File: src/common/hcs_pkg.sv
// package for the high-speed clock select and divider block
package hcs_pkg;

  // ********************************************
  // register selection and bit positions
  // ********************************************
  typedef enum logic [2:0]
  {
    HCS_REG_OSC_MODE = 3'b000,
    HCS_REG_MAIN_OSC_CTRL = 3'b001,
    HCS_REG_MAIN_CLK_MODE = 3'b010,
    HCS_REG_PROC_CLK_CTRL = 3'b011,
    HCS_REG_INT_OSC_MODE = 3'b100
  } hcs_reg_e;

  localparam int EXT_CLK_SEL_BIT = 7;
  localparam int PIN_OSC_MODE_BIT = 6;
  localparam int HS_STOP_BIT = 7;
  localparam int MAIN_SRC_SEL_BIT = 2;
  localparam int SPLIT_SEL_BIT = 0;
  localparam int CPU_SRC_SEL_BIT = 4;
  localparam int DIV_LSB = 0;
  localparam int INT_OSC_STOP_BIT = 0;
  localparam int INT_OSC_STABLE_BIT = 7;

  // ********************************************
  // divider codes and reset values
  // ********************************************
  localparam logic [2:0] DIV_CODE_MAX = 3'h4;
  localparam logic [2:0] DIV_CODE_RST = 3'h1;
  localparam int STAB_TICKS_DEF = 16;

  // control state held by the block
  typedef struct packed
  {
    logic ext_clk_input_sel;
    logic hs_pin_osc_mode;
    logic hs_sys_clk_stop;
    logic main_clk_source_sel;
    logic periph_main_split_sel;
    logic cpu_clk_source_sel;
    logic [2:0] cpu_div_sel;
    logic int_hs_osc_stop;
  } hcs_ctrl_s;

  localparam hcs_ctrl_s CTRL_RST = '{
    ext_clk_input_sel: 1'b0,
    hs_pin_osc_mode: 1'b0,
    hs_sys_clk_stop: 1'b1,
    main_clk_source_sel: 1'b0,
    periph_main_split_sel: 1'b0,
    cpu_clk_source_sel: 1'b0,
    cpu_div_sel: DIV_CODE_RST,
    int_hs_osc_stop: 1'b0
  };

  // use of the two high-speed pins
  typedef struct packed
  {
    logic x1_port_mode;
    logic x2_port_mode;
    logic x2_ext_clk_in;
  } hcs_pins_s;

endpackage : hcs_pkg

File: src/hdl/hcs_clock_ctrl.sv
// high-speed clock source select, cpu divider and oscillator control
// Behaviour
// - both mode bits set: first pin general port, second pin external clock.
// - clearing stop bit enables external clock input in external mode.
// - source and split bits set: high-speed clock feeds main and peripherals.
// - main on high-speed clock forbids other peripheral clock sources.
// - cpu source bit zero: cpu takes divided main clock.
// - divider codes 0..4 give /1../16, reset /2; flash pin picks internal.
// - stop instruction enters stop mode, halting high-speed clock.
// - setting stop bit halts resonator or external clock input.
// - status bit reads 0 on internal clock, 1 on high-speed clock.
// - clearing internal oscillator stop bit restarts it.
// - stable flag sets once internal oscillator accuracy has settled.
// - after reset internal oscillator runs and feeds the cpu.
// - source bit zero: main and peripherals internal; source set, split zero: peripherals high-speed.
// - mode bits at bits 7 and 6 of oscillator mode register.
// - high-speed stop bit at bit 7 of main oscillator control.
// - source and split bits at bits 2 and 0 of main mode register.
// - main source bit accepts one change after reset, then locks.
`timescale 1ns/1ps

module hcs_clock_ctrl #(
  parameter int STAB_TICKS = hcs_pkg::STAB_TICKS_DEF
)
(
  input wire logic sys_clk,
  input wire logic reset,
  input wire logic reg_wr,
  input wire hcs_pkg::hcs_reg_e reg_sel,
  input wire logic [7:0] reg_wdata,
  input wire logic flash_prog_mode_pin,
  input wire logic stop_instr,
  input wire logic stop_release,
  input wire logic int_hs_osc_clock,
  input wire logic sub_clk_tick,
  input wire logic resonator_in_pin,
  input wire logic resonator_out_pin,
  output hcs_pkg::hcs_ctrl_s ctrl,
  output hcs_pkg::hcs_pins_s pins,
  output logic hs_system_clock,
  output logic main_clk_en,
  output logic periph_clk_en,
  output logic cpu_clk_en,
  output logic cpu_clk_status,
  output logic int_hs_osc_stable,
  output logic stop_mode
);

  initial
  begin
    if (STAB_TICKS < 1 || STAB_TICKS > 65535)
      $error("STAB_TICKS out of range");
  end

  // ********************************************
  // control registers
  // ********************************************
  hcs_pkg::hcs_ctrl_s ctrl_reg;
  hcs_pkg::hcs_ctrl_s ctrl_next;
  logic src_locked_reg;
  logic stop_mode_reg;
  logic x1_q_reg;
  logic x2_q_reg;
  logic [15:0] stab_cnt_reg;
  logic stable_reg;
  logic [4:0] div_cnt_reg;
  logic [1:0] cpu_src_reg;
  logic [2:0] div_act_reg;
  logic main_hs_reg;
  logic periph_hs_reg;

  wire logic wr_osc = reg_wr && reg_sel == hcs_pkg::HCS_REG_OSC_MODE;
  wire logic wr_moc = reg_wr && reg_sel == hcs_pkg::HCS_REG_MAIN_OSC_CTRL;
  wire logic wr_mcm = reg_wr && reg_sel == hcs_pkg::HCS_REG_MAIN_CLK_MODE;
  wire logic wr_pcc = reg_wr && reg_sel == hcs_pkg::HCS_REG_PROC_CLK_CTRL;
  wire logic wr_rcm = reg_wr && reg_sel == hcs_pkg::HCS_REG_INT_OSC_MODE;
  wire logic [2:0] div_wr = reg_wdata[hcs_pkg::DIV_LSB +: 3];
  wire logic new_src = reg_wdata[hcs_pkg::MAIN_SRC_SEL_BIT];
  // a prohibited divider code is dropped, keeping the last legal ratio
  wire logic div_ok = div_wr <= hcs_pkg::DIV_CODE_MAX;
  wire logic src_change = wr_mcm && !src_locked_reg
                          && new_src != ctrl_reg.main_clk_source_sel;

  // field updates per register write
  always_comb
  begin
    ctrl_next = ctrl_reg;
    if (wr_osc)
    begin
      ctrl_next.ext_clk_input_sel = reg_wdata[hcs_pkg::EXT_CLK_SEL_BIT];
      ctrl_next.hs_pin_osc_mode = reg_wdata[hcs_pkg::PIN_OSC_MODE_BIT];
    end
    if (wr_moc)
      ctrl_next.hs_sys_clk_stop = reg_wdata[hcs_pkg::HS_STOP_BIT];
    if (wr_mcm)
      ctrl_next.periph_main_split_sel = reg_wdata[hcs_pkg::SPLIT_SEL_BIT];
    if (src_change)
      ctrl_next.main_clk_source_sel = new_src;
    if (wr_pcc)
    begin
      ctrl_next.cpu_clk_source_sel = reg_wdata[hcs_pkg::CPU_SRC_SEL_BIT];
      if (div_ok)
        ctrl_next.cpu_div_sel = div_wr;
    end
    if (wr_rcm)
      ctrl_next.int_hs_osc_stop = reg_wdata[hcs_pkg::INT_OSC_STOP_BIT];
  end

  // register state, reset values run internal osc only
  always_ff @(posedge sys_clk)
  begin
    if (reset)
    begin
      ctrl_reg <= hcs_pkg::CTRL_RST;
      src_locked_reg <= 1'b0;
    end
    else
    begin
      ctrl_reg <= ctrl_next;
      if (src_change)
        src_locked_reg <= 1'b1;
    end
  end

  // ********************************************
  // stop mode and oscillator sources
  // ********************************************
  // stop entry wins over a release arriving in the same cycle
  always_ff @(posedge sys_clk)
  begin
    if (reset)
      stop_mode_reg <= 1'b0;
    else if (stop_instr)
      stop_mode_reg <= 1'b1;
    else if (stop_release)
      stop_mode_reg <= 1'b0;
  end

  // pin edge detectors, pins are synchronous to sys_clk
  always_ff @(posedge sys_clk)
  begin
    if (reset)
    begin
      x1_q_reg <= 1'b0;
      x2_q_reg <= 1'b0;
    end
    else
    begin
      x1_q_reg <= resonator_in_pin;
      x2_q_reg <= resonator_out_pin;
    end
  end

  wire logic ext_mode = ctrl_reg.ext_clk_input_sel && ctrl_reg.hs_pin_osc_mode;
  wire logic osc_mode = !ctrl_reg.ext_clk_input_sel
                        && ctrl_reg.hs_pin_osc_mode;
  wire logic hs_gate = !ctrl_reg.hs_sys_clk_stop && !stop_mode_reg;
  wire logic x1_rise = resonator_in_pin && !x1_q_reg;
  wire logic x2_rise = resonator_out_pin && !x2_q_reg;
  // external mode samples the second pin, oscillation mode the first
  assign hs_system_clock = hs_gate && ((ext_mode && x2_rise)
                                       || (osc_mode && x1_rise));
  assign pins.x1_port_mode = !osc_mode;
  assign pins.x2_port_mode = !ctrl_reg.hs_pin_osc_mode;
  assign pins.x2_ext_clk_in = ext_mode;

  wire logic int_run = !ctrl_reg.int_hs_osc_stop && !stop_mode_reg;
  wire logic int_tick = int_run && int_hs_osc_clock;

  // accuracy settles after a count of ticks from each restart
  always_ff @(posedge sys_clk)
  begin
    if (reset || !int_run)
    begin
      stab_cnt_reg <= 16'h0000;
      stable_reg <= 1'b0;
    end
    else if (int_tick && !stable_reg)
    begin
      stab_cnt_reg <= stab_cnt_reg + 16'h0001;
      if (stab_cnt_reg == 16'(STAB_TICKS - 1))
        stable_reg <= 1'b1;
    end
  end

  // ********************************************
  // main, peripheral and cpu selection
  // ********************************************
  wire logic main_hs_sel = ctrl_reg.main_clk_source_sel
                           && ctrl_reg.periph_main_split_sel;
  wire logic periph_hs_sel = ctrl_reg.main_clk_source_sel;
  // a switch takes hold on a tick of the new source, so no pulse is cut
  always_ff @(posedge sys_clk)
  begin
    if (reset)
    begin
      main_hs_reg <= 1'b0;
      periph_hs_reg <= 1'b0;
    end
    else
    begin
      if (main_hs_sel ? hs_system_clock : int_tick)
        main_hs_reg <= main_hs_sel;
      if (periph_hs_sel ? hs_system_clock : int_tick)
        periph_hs_reg <= periph_hs_sel;
    end
  end

  wire logic main_tick = main_hs_reg ? hs_system_clock : int_tick;
  assign main_clk_en = main_tick;
  assign periph_clk_en = periph_hs_reg ? hs_system_clock : int_tick;

  // cpu source: 0 main, 1 internal under flash pin, 2 subsystem clock
  wire logic [1:0] cpu_src_sel = ctrl_reg.cpu_clk_source_sel ? 2'h2 :
                                 flash_prog_mode_pin ? 2'h1 : 2'h0;
  wire logic src_tick = cpu_src_reg == 2'h2 ? sub_clk_tick :
                        cpu_src_reg == 2'h1 ? int_tick : main_tick;
  wire logic [4:0] div_last = 5'((5'h01 << div_act_reg) - 5'h01);
  wire logic div_wrap = src_tick && div_cnt_reg >= div_last;
  // idle boundary lets a new choice load when the old source is dead
  wire logic div_idle = div_cnt_reg == 5'h00 && !src_tick;

  // divider, with source and ratio reloaded only at a period boundary
  always_ff @(posedge sys_clk)
  begin
    if (reset)
    begin
      div_cnt_reg <= 5'h00;
      cpu_src_reg <= 2'h0;
      div_act_reg <= hcs_pkg::DIV_CODE_RST;
    end
    else
    begin
      if (div_wrap)
        div_cnt_reg <= 5'h00;
      else if (src_tick)
        div_cnt_reg <= div_cnt_reg + 5'h01;
      if (div_wrap || div_idle)
      begin
        cpu_src_reg <= cpu_src_sel;
        div_act_reg <= ctrl_reg.cpu_div_sel;
      end
    end
  end

  assign cpu_clk_en = div_wrap;
  assign cpu_clk_status = cpu_src_reg == 2'h0 && main_hs_reg;
  assign ctrl = ctrl_reg;
  assign int_hs_osc_stable = stable_reg;
  assign stop_mode = stop_mode_reg;
endmodule : hcs_clock_ctrl

File: config.mk
export PLATFORM = sky130hd
export DESIGN_NAME = hcs_clock_ctrl
export DESIGN_NICKNAME = d
export VERILOG_FILES = /design/src/common/hcs_pkg.sv /design/src/hdl/hcs_clock_ctrl.sv
export SDC_FILE = /design/constraint.sdc
export NUM_CORES = 1
export LEC_CHECK = 0
export BUFFER_PORTS_ARGS = -buffer_cell sky130_fd_sc_hd__buf_2
export CAP_MARGIN = 20
export CORE_MARGIN = 2
export CORE_UTILIZATION = 54
export CTS_CLUSTER_SIZE = 16
export DETAILED_ROUTE_END_ITERATION = 8
export HOLD_SLACK_MARGIN = 0.03
export PLACE_DENSITY = 0.78
export REMOVE_ABC_BUFFERS = 1
export SYNTH_ARGS = -nofsm -noshare
export SYNTH_HDL_FRONTEND = slang
export SYNTH_SLANG_ARGS = --single-unit
export TNS_END_PERCENT = 5
File: constraint.sdc
create_clock -name sys_clk -period 3.2 [get_ports sys_clk]
set_clock_uncertainty 0.1 [all_clocks]
set_input_delay 0.32 -clock sys_clk [delete_from_list [all_inputs] [get_ports sys_clk]]
set_output_delay 0.32 -clock sys_clk [all_outputs]
set_load 0.02 [all_outputs]
==> out/metrics.cfg, run 1 <==
[timing]
fin_setup_tns_ps=0
hold_viol_final=0
drv_slew=0
grt_setup_unrepaired=no
setup_viol=0
relSlewSlack_pct=57.01
max_slew.worst_pin.slew_ps=643.1
whs_ps=138.4
finalCriticalPeriod_ps=2800
final.period_utilization_pct=87.49
clock.fmax_mhz=357.2

[placement]
dpl.hpwl_um=3040
port_buffers=38
gp_congestion=0.7598
place_area_mm2=0.002331

[drt]
vias=1746
dr.pass1.iters=4
vias_per_cell=5.291
wirelength_um=4206
wl_met1_um=1855
highest_layer=met4
wire_per_inst_um=12.75
drtAntennaViolNets=0
drc=0
drt_iter0_markers=156
dr_wl_met3_um=159
wl_met2_um=2141

[setup_path]
cp.arrival_ps=2380
crit_buf_inv=2
timing.rr.start=ctrl[9]
crit_slowest_cell=o21ai_1
cp_cell_sequence=or3_1 > ha_1 > nand2b_1 > a31oi_1 > o21ai_1 > inv_1 > nor2_1 > buf_2
timing.rr.end=div_cnt_reg[2]
crit_fanout=9
start_kind=flip-flop
crit_end=cpu_clk_en
ff2ff_path_depth=6
cp_top_family=simple AND/OR/NAND/NOR gates
required_ps=2780
path_class=reg -> out
endpoint_kind=output pin
crit_path_max_incr_delay_ps=490
cp.depth=8
cp-startpoint=div_act_reg[2]
reg2reg_setup_slack_ps=720

[logic_synthesis]
yosys.cell_count.top_type=dfxtp_1
ys_seq_elements=43
syn-instance-count=245
synth_area_mm2=0.002133
synth_top_cell_area_share_pct=40.35
synth-warning-count=0
synth.distinct_cells=43
synth_largest_area_cell=dfxtp_1
avgSynthCellArea_um2=8.707
synthFlopType=dfxtp_1
yosysSeqAreaShare_pct=40.35
ys_async_sr_fraction_pct=0
synth-edff-count=0
synth_area_leaders=dfxtp_1 (40%), nor2_1 (6.0%), ha_1 (4.7%)
synthTopCellsByCount=dfxtp_1 (43), nor2_1 (34), a21oi_1 (19)

[grt]
grt_max_degree=33
grt-ovfl-total=0
grtUsageTotal_pct=21.57
antenna_found_initial=0
first_global_vias=1691
grt_pass1_wl_um=7203

[die]
die_area_mm2=0.004470
num_rows=22
io_pins=41
core-area_mm2=0.003716
fp.dieW_um=66.86
dieHeight_um=66.86
start_util_pct=57.41

[cts]
cts_resized=0
cts_made_buffers=5
htreeDepth=2
cts_num_sinks=43
clkSlewWorstSetupHoldPaths_ps=80
clock_latency_ps=300
postCtsHoldBufs=0
cts_tree=done
cts_setup_buffers=0
clockRootBuffer=clkbuf_8
clk_path_buf_depth=2

[finish]
regArea_um2=860.8
largest_reg_flops=16
diodes=0
drive_above_1_share_pct=19.50
multi_input_area_mm2=0.001182
stdcell_area_mm2=0.002449
fin_util_pct=65.89
final_net_count=310
area_growth_pct=14.78
n_fill_cell=303

[pwr]
p_comb_share_pct=16.7
p_int_mw=0.8869
clkPwrFrac_pct=36.2
switchingPower_mw=0.3159
power_density_mw_per_mm2=491.2
swShare_pct=26.26
pwr-share-seq_pct=47.1
peakVddDrop_mv=0.2871
p_leak_nw=0.9741

[job]
maxCapViolCount=0

[outcome]
status=finished, final reports clean

[worst_hold_path]
min_path_type=in -> reg

-- logic make-up after synthesis --
| logic type | Yosys count | synth area share (%) |
|---|---|---|
| AOI/OAI and AO/OA | 42 | 12.73 |
| xor gates and xnor gates | 13 | 5.337 |
| adders and majority gates | 8 | 4.692 |
| buffers and inverters | 19 | 4.223 |
| DFF | 43 | 40.35 |
| muxes | 11 | 5.337 |
| and+or+nand+nor | 109 | 27.33 |
-- power groups by stage --
stage                     clock (mW)  combinational, mW  sequential (mW)
after floorplan                    0              0.142            0.579
after global placement             0              0.194            0.578
after detailed placement           0              0.200            0.579
after CTS                      0.446              0.202            0.566
after global routing           0.475              0.225            0.569
final                          0.435              0.201            0.566
-- final cells by class --
cell class                 count  area share, %
multi-input combinational    183          48.29
clock buffer                   6          3.373
timing repair buffer          38          7.767
clock inverter                 2          1.431
tap                           48          2.453
sequential                    43          35.16
inverter                      10          1.533
-- tightest hold or removal path, delay by kind of cell --
family | cells | cell delay (ps)
AOI/OAI and AO/OA | 1 | 30
buffers and inverters | 1 | 80
and+or+nand+nor | 1 | 80
-- worst min path at each step --
stage	start	cells after the start	slack [ps]	end
after global routing	stop_instr	3	140	stop_mode
final	stop_instr	3	140	stop_mode
after detailed placement	src_locked_reg	2	370	src_locked_reg
after global placement	src_locked_reg	2	360	src_locked_reg
after CTS	stop_instr	3	140	stop_mode
after floorplan	reset	1	290	ctrl[2]
-- metal layers --
layer / track usage (%) / vias to the layer above
met2: 38.88 / 22
met3: 6.757 / 7
met4: 6.122 / 0
li1: - / 916
met1: 24.24 / 801
met5: 0 / -
-- metrics by stage --
| step | worst slack (ps) | power, mW | instances |
|---|---|---|---|
| floorplan | 590.0 | 0.7211 | 236 |
| global placement | 718.3 | 0.7720 | 322 |
| detailed placement | 696.1 | 0.7793 | 322 |
| CTS | 402.2 | 1.214 | 330 |
| global route | 200.2 | 1.269 | 330 |
| finish | 400.3 | 1.203 | 330 |
-- cells in the final DEF (no fill, tap or decap), types with 2 or more instances in the layout --
cell,n
dfxtp_1,43
buf_2,38
nor2_1,34
a21oi_1,19
nand2_1,14
o21ai_0,13
nand2b_1,12
inv_1,10
mux2i_1,10
xor2_1,9
nand3_1,8
ha_1,8
or3_1,6
clkbuf_8,6
nor2b_1,5
and2_1,4
nand4_1,4
xnor2_1,4
nand3b_1,3
nor3_1,3
nor4_1,3
or3b_2,2
and3_1,2
or4_1,2
Power figures use the tool's default switching activity.
==> run 2: changes to the inputs <==
--- a/config.mk
+++ b/config.mk
@@ -13,7 +13,6 @@
 export DETAILED_ROUTE_END_ITERATION = 8
 export HOLD_SLACK_MARGIN = 0.03
 export PLACE_DENSITY = 0.78
-export REMOVE_ABC_BUFFERS = 1
 export SYNTH_ARGS = -nofsm -noshare
 export SYNTH_HDL_FRONTEND = slang
 export SYNTH_SLANG_ARGS = --single-unit
==> out/metrics.cfg, run 2 (synthesized netlist as in run 1, its figures left out) <==
[grt]
grt_max_degree=33
antenna_found_initial=0
grt_pass1_wl_um=7327
grtUsageTotal_pct=21.58
first_global_vias=1673
grt-ovfl-total=0

[timing]
fin_setup_tns_ps=0
finalCriticalPeriod_ps=2812
drv_slew=0
final.period_utilization_pct=87.86
max_slew.worst_pin.slew_ps=638.3
clock.fmax_mhz=355.7
setup_viol=0
hold_viol_final=0
grt_setup_unrepaired=no
relSlewSlack_pct=57.33

[setup_path]
start_kind=flip-flop
crit_fanout=9
endpoint_kind=output pin
crit_slowest_cell=o21ai_1
required_ps=2780
path_class=reg -> out
cp_top_family=simple AND/OR/NAND/NOR gates
cp.arrival_ps=2390
cp_cell_sequence=or3_1 > ha_1 > nand2b_1 > a31oi_1 > o21ai_1 > inv_1 > nor2_1 > buf_2
crit_path_max_incr_delay_ps=500
crit_buf_inv=2

[cts]
clock_latency_ps=290
postCtsHoldBufs=0
cts_num_sinks=43
clkSlewWorstSetupHoldPaths_ps=80
cts_made_buffers=5
cts_resized=0
cts_setup_buffers=0
clockRootBuffer=clkbuf_8
htreeDepth=2
cts_tree=done
clk_path_buf_depth=2

[pwr]
swShare_pct=26.33
switchingPower_mw=0.3087
pwr-share-seq_pct=48.3
p_leak_nw=0.9642
power_density_mw_per_mm2=481.7
clkPwrFrac_pct=34.7
peakVddDrop_mv=0.3344
p_comb_share_pct=17.0
finalPower_mw=1.172
p_int_mw=0.8636

[finish]
final_net_count=310
multi_input_area_mm2=0.001182
drive_above_1_share_pct=18.86
fin_util_pct=65.49
diodes=0
n_fill_cell=323
largest_reg_flops=16
regArea_um2=860.8
final_cell_mix=dfxtp_1 (43), buf_2 (38), nor2_1 (34)
final_common_cell=dfxtp_1
stdcell_area_mm2=0.002434
area_growth_pct=14.08

[outcome]
status=finished, final reports clean

[drt]
drt_iter0_markers=66
drc=0
vias_per_cell=5.389
drtAntennaViolNets=0
wirelength_um=4169
vias=1773
wire_per_inst_um=12.67
dr.pass1.iters=4

[placement]
port_buffers=38
gp_congestion=0.7741
place_area_mm2=0.002331
dpl.hpwl_um=3041

[die]
start_util_pct=57.41
die_area_mm2=0.004470
io_pins=41
dieHeight_um=66.86
core-area_mm2=0.003716
fp.dieW_um=66.86
num_rows=22

[worst_hold_path]
min_path_type=in -> reg

[logic_synthesis]
syn_nets=274

[job]
maxCapViolCount=0

[run 2: cell count changes in the layout (fill, tap and decap cells not counted), sizes merged]
cell	delta
clkinv	-1
[run 2: cell type report]
class                   count  area share, %
multi-input cells         183          48.59
clock inverters             1          1.234
inverters                  10          1.542
well taps                  48          2.468
flip-flops and latches     43          35.37
clock buffers               6          2.982
repair buffers             38          7.815
[run 2: routing by layer]
metal  up-vias  global-route usage (%)  part of all wire (%)
li1        914                       -                     -
met1       821                   26.16                    46
met2        30                   37.00                    48
met3         8                   4.899                   3.9
met4         0                   8.163                   1.8
met5         -                       0                     0
[run 2: worst register-to-register path, cell delays in order, from the launching register on]
cell	delay, ps
dfxtp_1	350
or3b_4	420
a2111oi_4	510
a21o_4	210
a31oi_4	140
mux2i_2	450
mux2i_1	250
[run 2: final timing paths]
path	start	endpoint	slack (ps)	cells after the start
setup reg to reg	ctrl[9]	cpu_src_reg[0]	710	6
hold / removal	stop_instr	stop_mode	140	3
hold reg to reg	src_locked_reg	src_locked_reg	380	2
setup / recovery	div_act_reg[2]	cpu_clk_en	390	8
[run 2: stage by stage]
stage	hold WS, ps	instances	setup WS [ps]
final	142.2	329	388.4
after global routing	156.8	329	161.5
after CTS	140.0	329	381.6
after detailed placement	367.2	322	647.9
after floorplan	337.4	245	536.9
after global placement	351.7	322	701.0
[run 2: power by group through the flow]
stage	sequential, mW	clock (mW)	combinational (mW)
after detailed placement	0.579	0	0.201
after CTS	0.566	0.414	0.202
after global placement	0.578	0	0.195
final	0.566	0.407	0.199
after floorplan	0.578	0	0.154
after global routing	0.568	0.432	0.225
==> run 3: changes to the inputs <==
--- a/config.mk
+++ b/config.mk
@@ -8,11 +8,12 @@
 export BUFFER_PORTS_ARGS = -buffer_cell sky130_fd_sc_hd__buf_2
 export CAP_MARGIN = 20
 export CORE_MARGIN = 2
-export CORE_UTILIZATION = 54
+export CORE_UTILIZATION = 59
 export CTS_CLUSTER_SIZE = 16
 export DETAILED_ROUTE_END_ITERATION = 8
+export GPL_ROUTABILITY_DRIVEN = 0
 export HOLD_SLACK_MARGIN = 0.03
-export PLACE_DENSITY = 0.78
+export PLACE_DENSITY = 0.84
 export SYNTH_ARGS = -nofsm -noshare
 export SYNTH_HDL_FRONTEND = slang
 export SYNTH_SLANG_ARGS = --single-unit
==> constraint.sdc (replaced) <==
create_clock -name sys_clk -period 3.5 [get_ports sys_clk]
set_clock_uncertainty 0.1 [all_clocks]
set_input_delay 0.35 -clock sys_clk [delete_from_list [all_inputs] [get_ports sys_clk]]
set_output_delay 0.35 -clock sys_clk [all_outputs]
set_load 0.02 [all_outputs]
==> out/metrics.cfg, run 3 (synthesized netlist as in run 1, its figures left out) <==
[cts]
clkSlewWorstSetupHoldPaths_ps=130
cts_setup_buffers=0
htreeDepth=2
postCtsHoldBufs=0
cts_tree=done
clockRootBuffer=clkbuf_4
cts_num_sinks=43
clk_path_buf_depth=2
cts_resized=0
clock_latency_ps=360
cts_made_buffers=5

[timing]
fin_setup_tns_ps=0
drv_slew=0
grt_setup_unrepaired=no
final.period_utilization_pct=83.44
clock.fmax_mhz=342.4
hold_viol_final=0
finalCriticalPeriod_ps=2920
relSlewSlack_pct=60.11
max_slew.worst_pin.slew_ps=596.8
setup_viol=0

[setup_path]
cp.arrival_ps=2470
crit_fanout=9
endpoint_kind=output pin
path_class=reg -> out
required_ps=3050
start_kind=flip-flop
reg2reg_setup_slack_ps=980

[finish]
n_fill_cell=278
drive_above_1_share_pct=19.15
final_cell_mix=dfxtp_1 (43), buf_2 (38), nor2_1 (34)
area_growth_pct=13.90
fin_cells=328
final_common_cell=dfxtp_1
stdcell_area_mm2=0.002430
diodes=0
final_net_count=310
largest_reg_flops=16

[job]
maxCapViolCount=0

[logic_synthesis]
syn_nets=274

[drt]
vias=1776
drt_iter0_markers=88
drtAntennaViolNets=0
wire_per_inst_um=12.56
wirelength_um=4120
vias_per_cell=5.415
drc=0
dr.pass1.iters=4

[grt]
antenna_found_initial=0
grt_pass1_wl_um=7514
grt-ovfl-total=0
grtUsageTotal_pct=23.40
grt_max_degree=33
first_global_vias=1721

[placement]
dpl.hpwl_um=2902
place_area_mm2=0.002328
port_buffers=38
dp_cells=320

[die]
io_pins=41
dieHeight_um=64.13
fp.dieW_um=64.13
num_rows=21
core-area_mm2=0.003416
start_util_pct=62.45
die_area_mm2=0.004113

[pwr]
finalPower_mw=1.076
peakVddDrop_mv=0.3284
p_leak_nw=0.9654
power_density_mw_per_mm2=442.9

[worst_hold_path]
min_path_type=in -> reg

[outcome]
status=finished, final reports clean

==> run 3: changes by cell type in the layout (fill, tap and decap cells not counted) <==
cell       previous run  this run
clkbuf_4              0         5
bufinv_16             1         2
clkbuf_8              5         0
==> run 3: report_power, final <==
part	internal (mW)	leakage, nW	switching, mW
registers	0.503	0.348	0.0145
logic	0.0773	0.565	0.103
clock network	0.223	0.0525	0.155
==> run 3: final timing paths <==
check                   startpoint  depth (start not counted)             end
setup / recovery    div_act_reg[2]                          8      cpu_clk_en
hold / removal    resonator_in_pin                          2        x1_q_reg
setup reg to reg           ctrl[9]                          6  div_cnt_reg[2]
hold reg to reg     src_locked_reg                          2  src_locked_reg
==> run 3: per-layer routing <==
| metal | routed length (µm) | share of wire [%] | GRT usage (%) | up-vias |
|---|---|---|---|---|
| li1 | - | - | - | 916 |
| met1 | 1967 | 48 | 29.91 | 816 |
| met2 | 1913 | 46 | 37.63 | 35 |
| met5 | 0 | 0 | 0 | - |
| met3 | 158 | 3.8 | 5.810 | 9 |
| met4 | 80 | 1.9 | 9.840 | 0 |
==> run 3: layout make-up <==
type	count	area, µm²	area share, %
clock buffers	6	41.29	1.699
inverters	10	37.54	1.545
repair buffers	38	190.2	7.827
well taps	46	57.56	2.369
multi-input cells	183	1182	48.66
flip-flops and latches	43	860.8	35.43
clock inverters	2	60.06	2.472
==> run 3: worst max-delay path: stages (launching register included) <==
cell and delay (ps):
dfxtp_1 370, or3_1 400, ha_1 280, nand2b_1 90, a31oi_1 80, o21ai_1 480
inv_1 120, nor2_1 120, buf_2 170
==> run 3: per-stage QoR <==
step,hold slack [ps],setup slack [ps],util [%]
after floorplan,338.2,836.9,-
after global placement,352.2,1002,68.17
after detailed placement,370.5,980.2,68.17
after CTS,96.85,559.7,71.14
after global routing,113.0,420.9,71.14
final,100.6,579.6,71.14
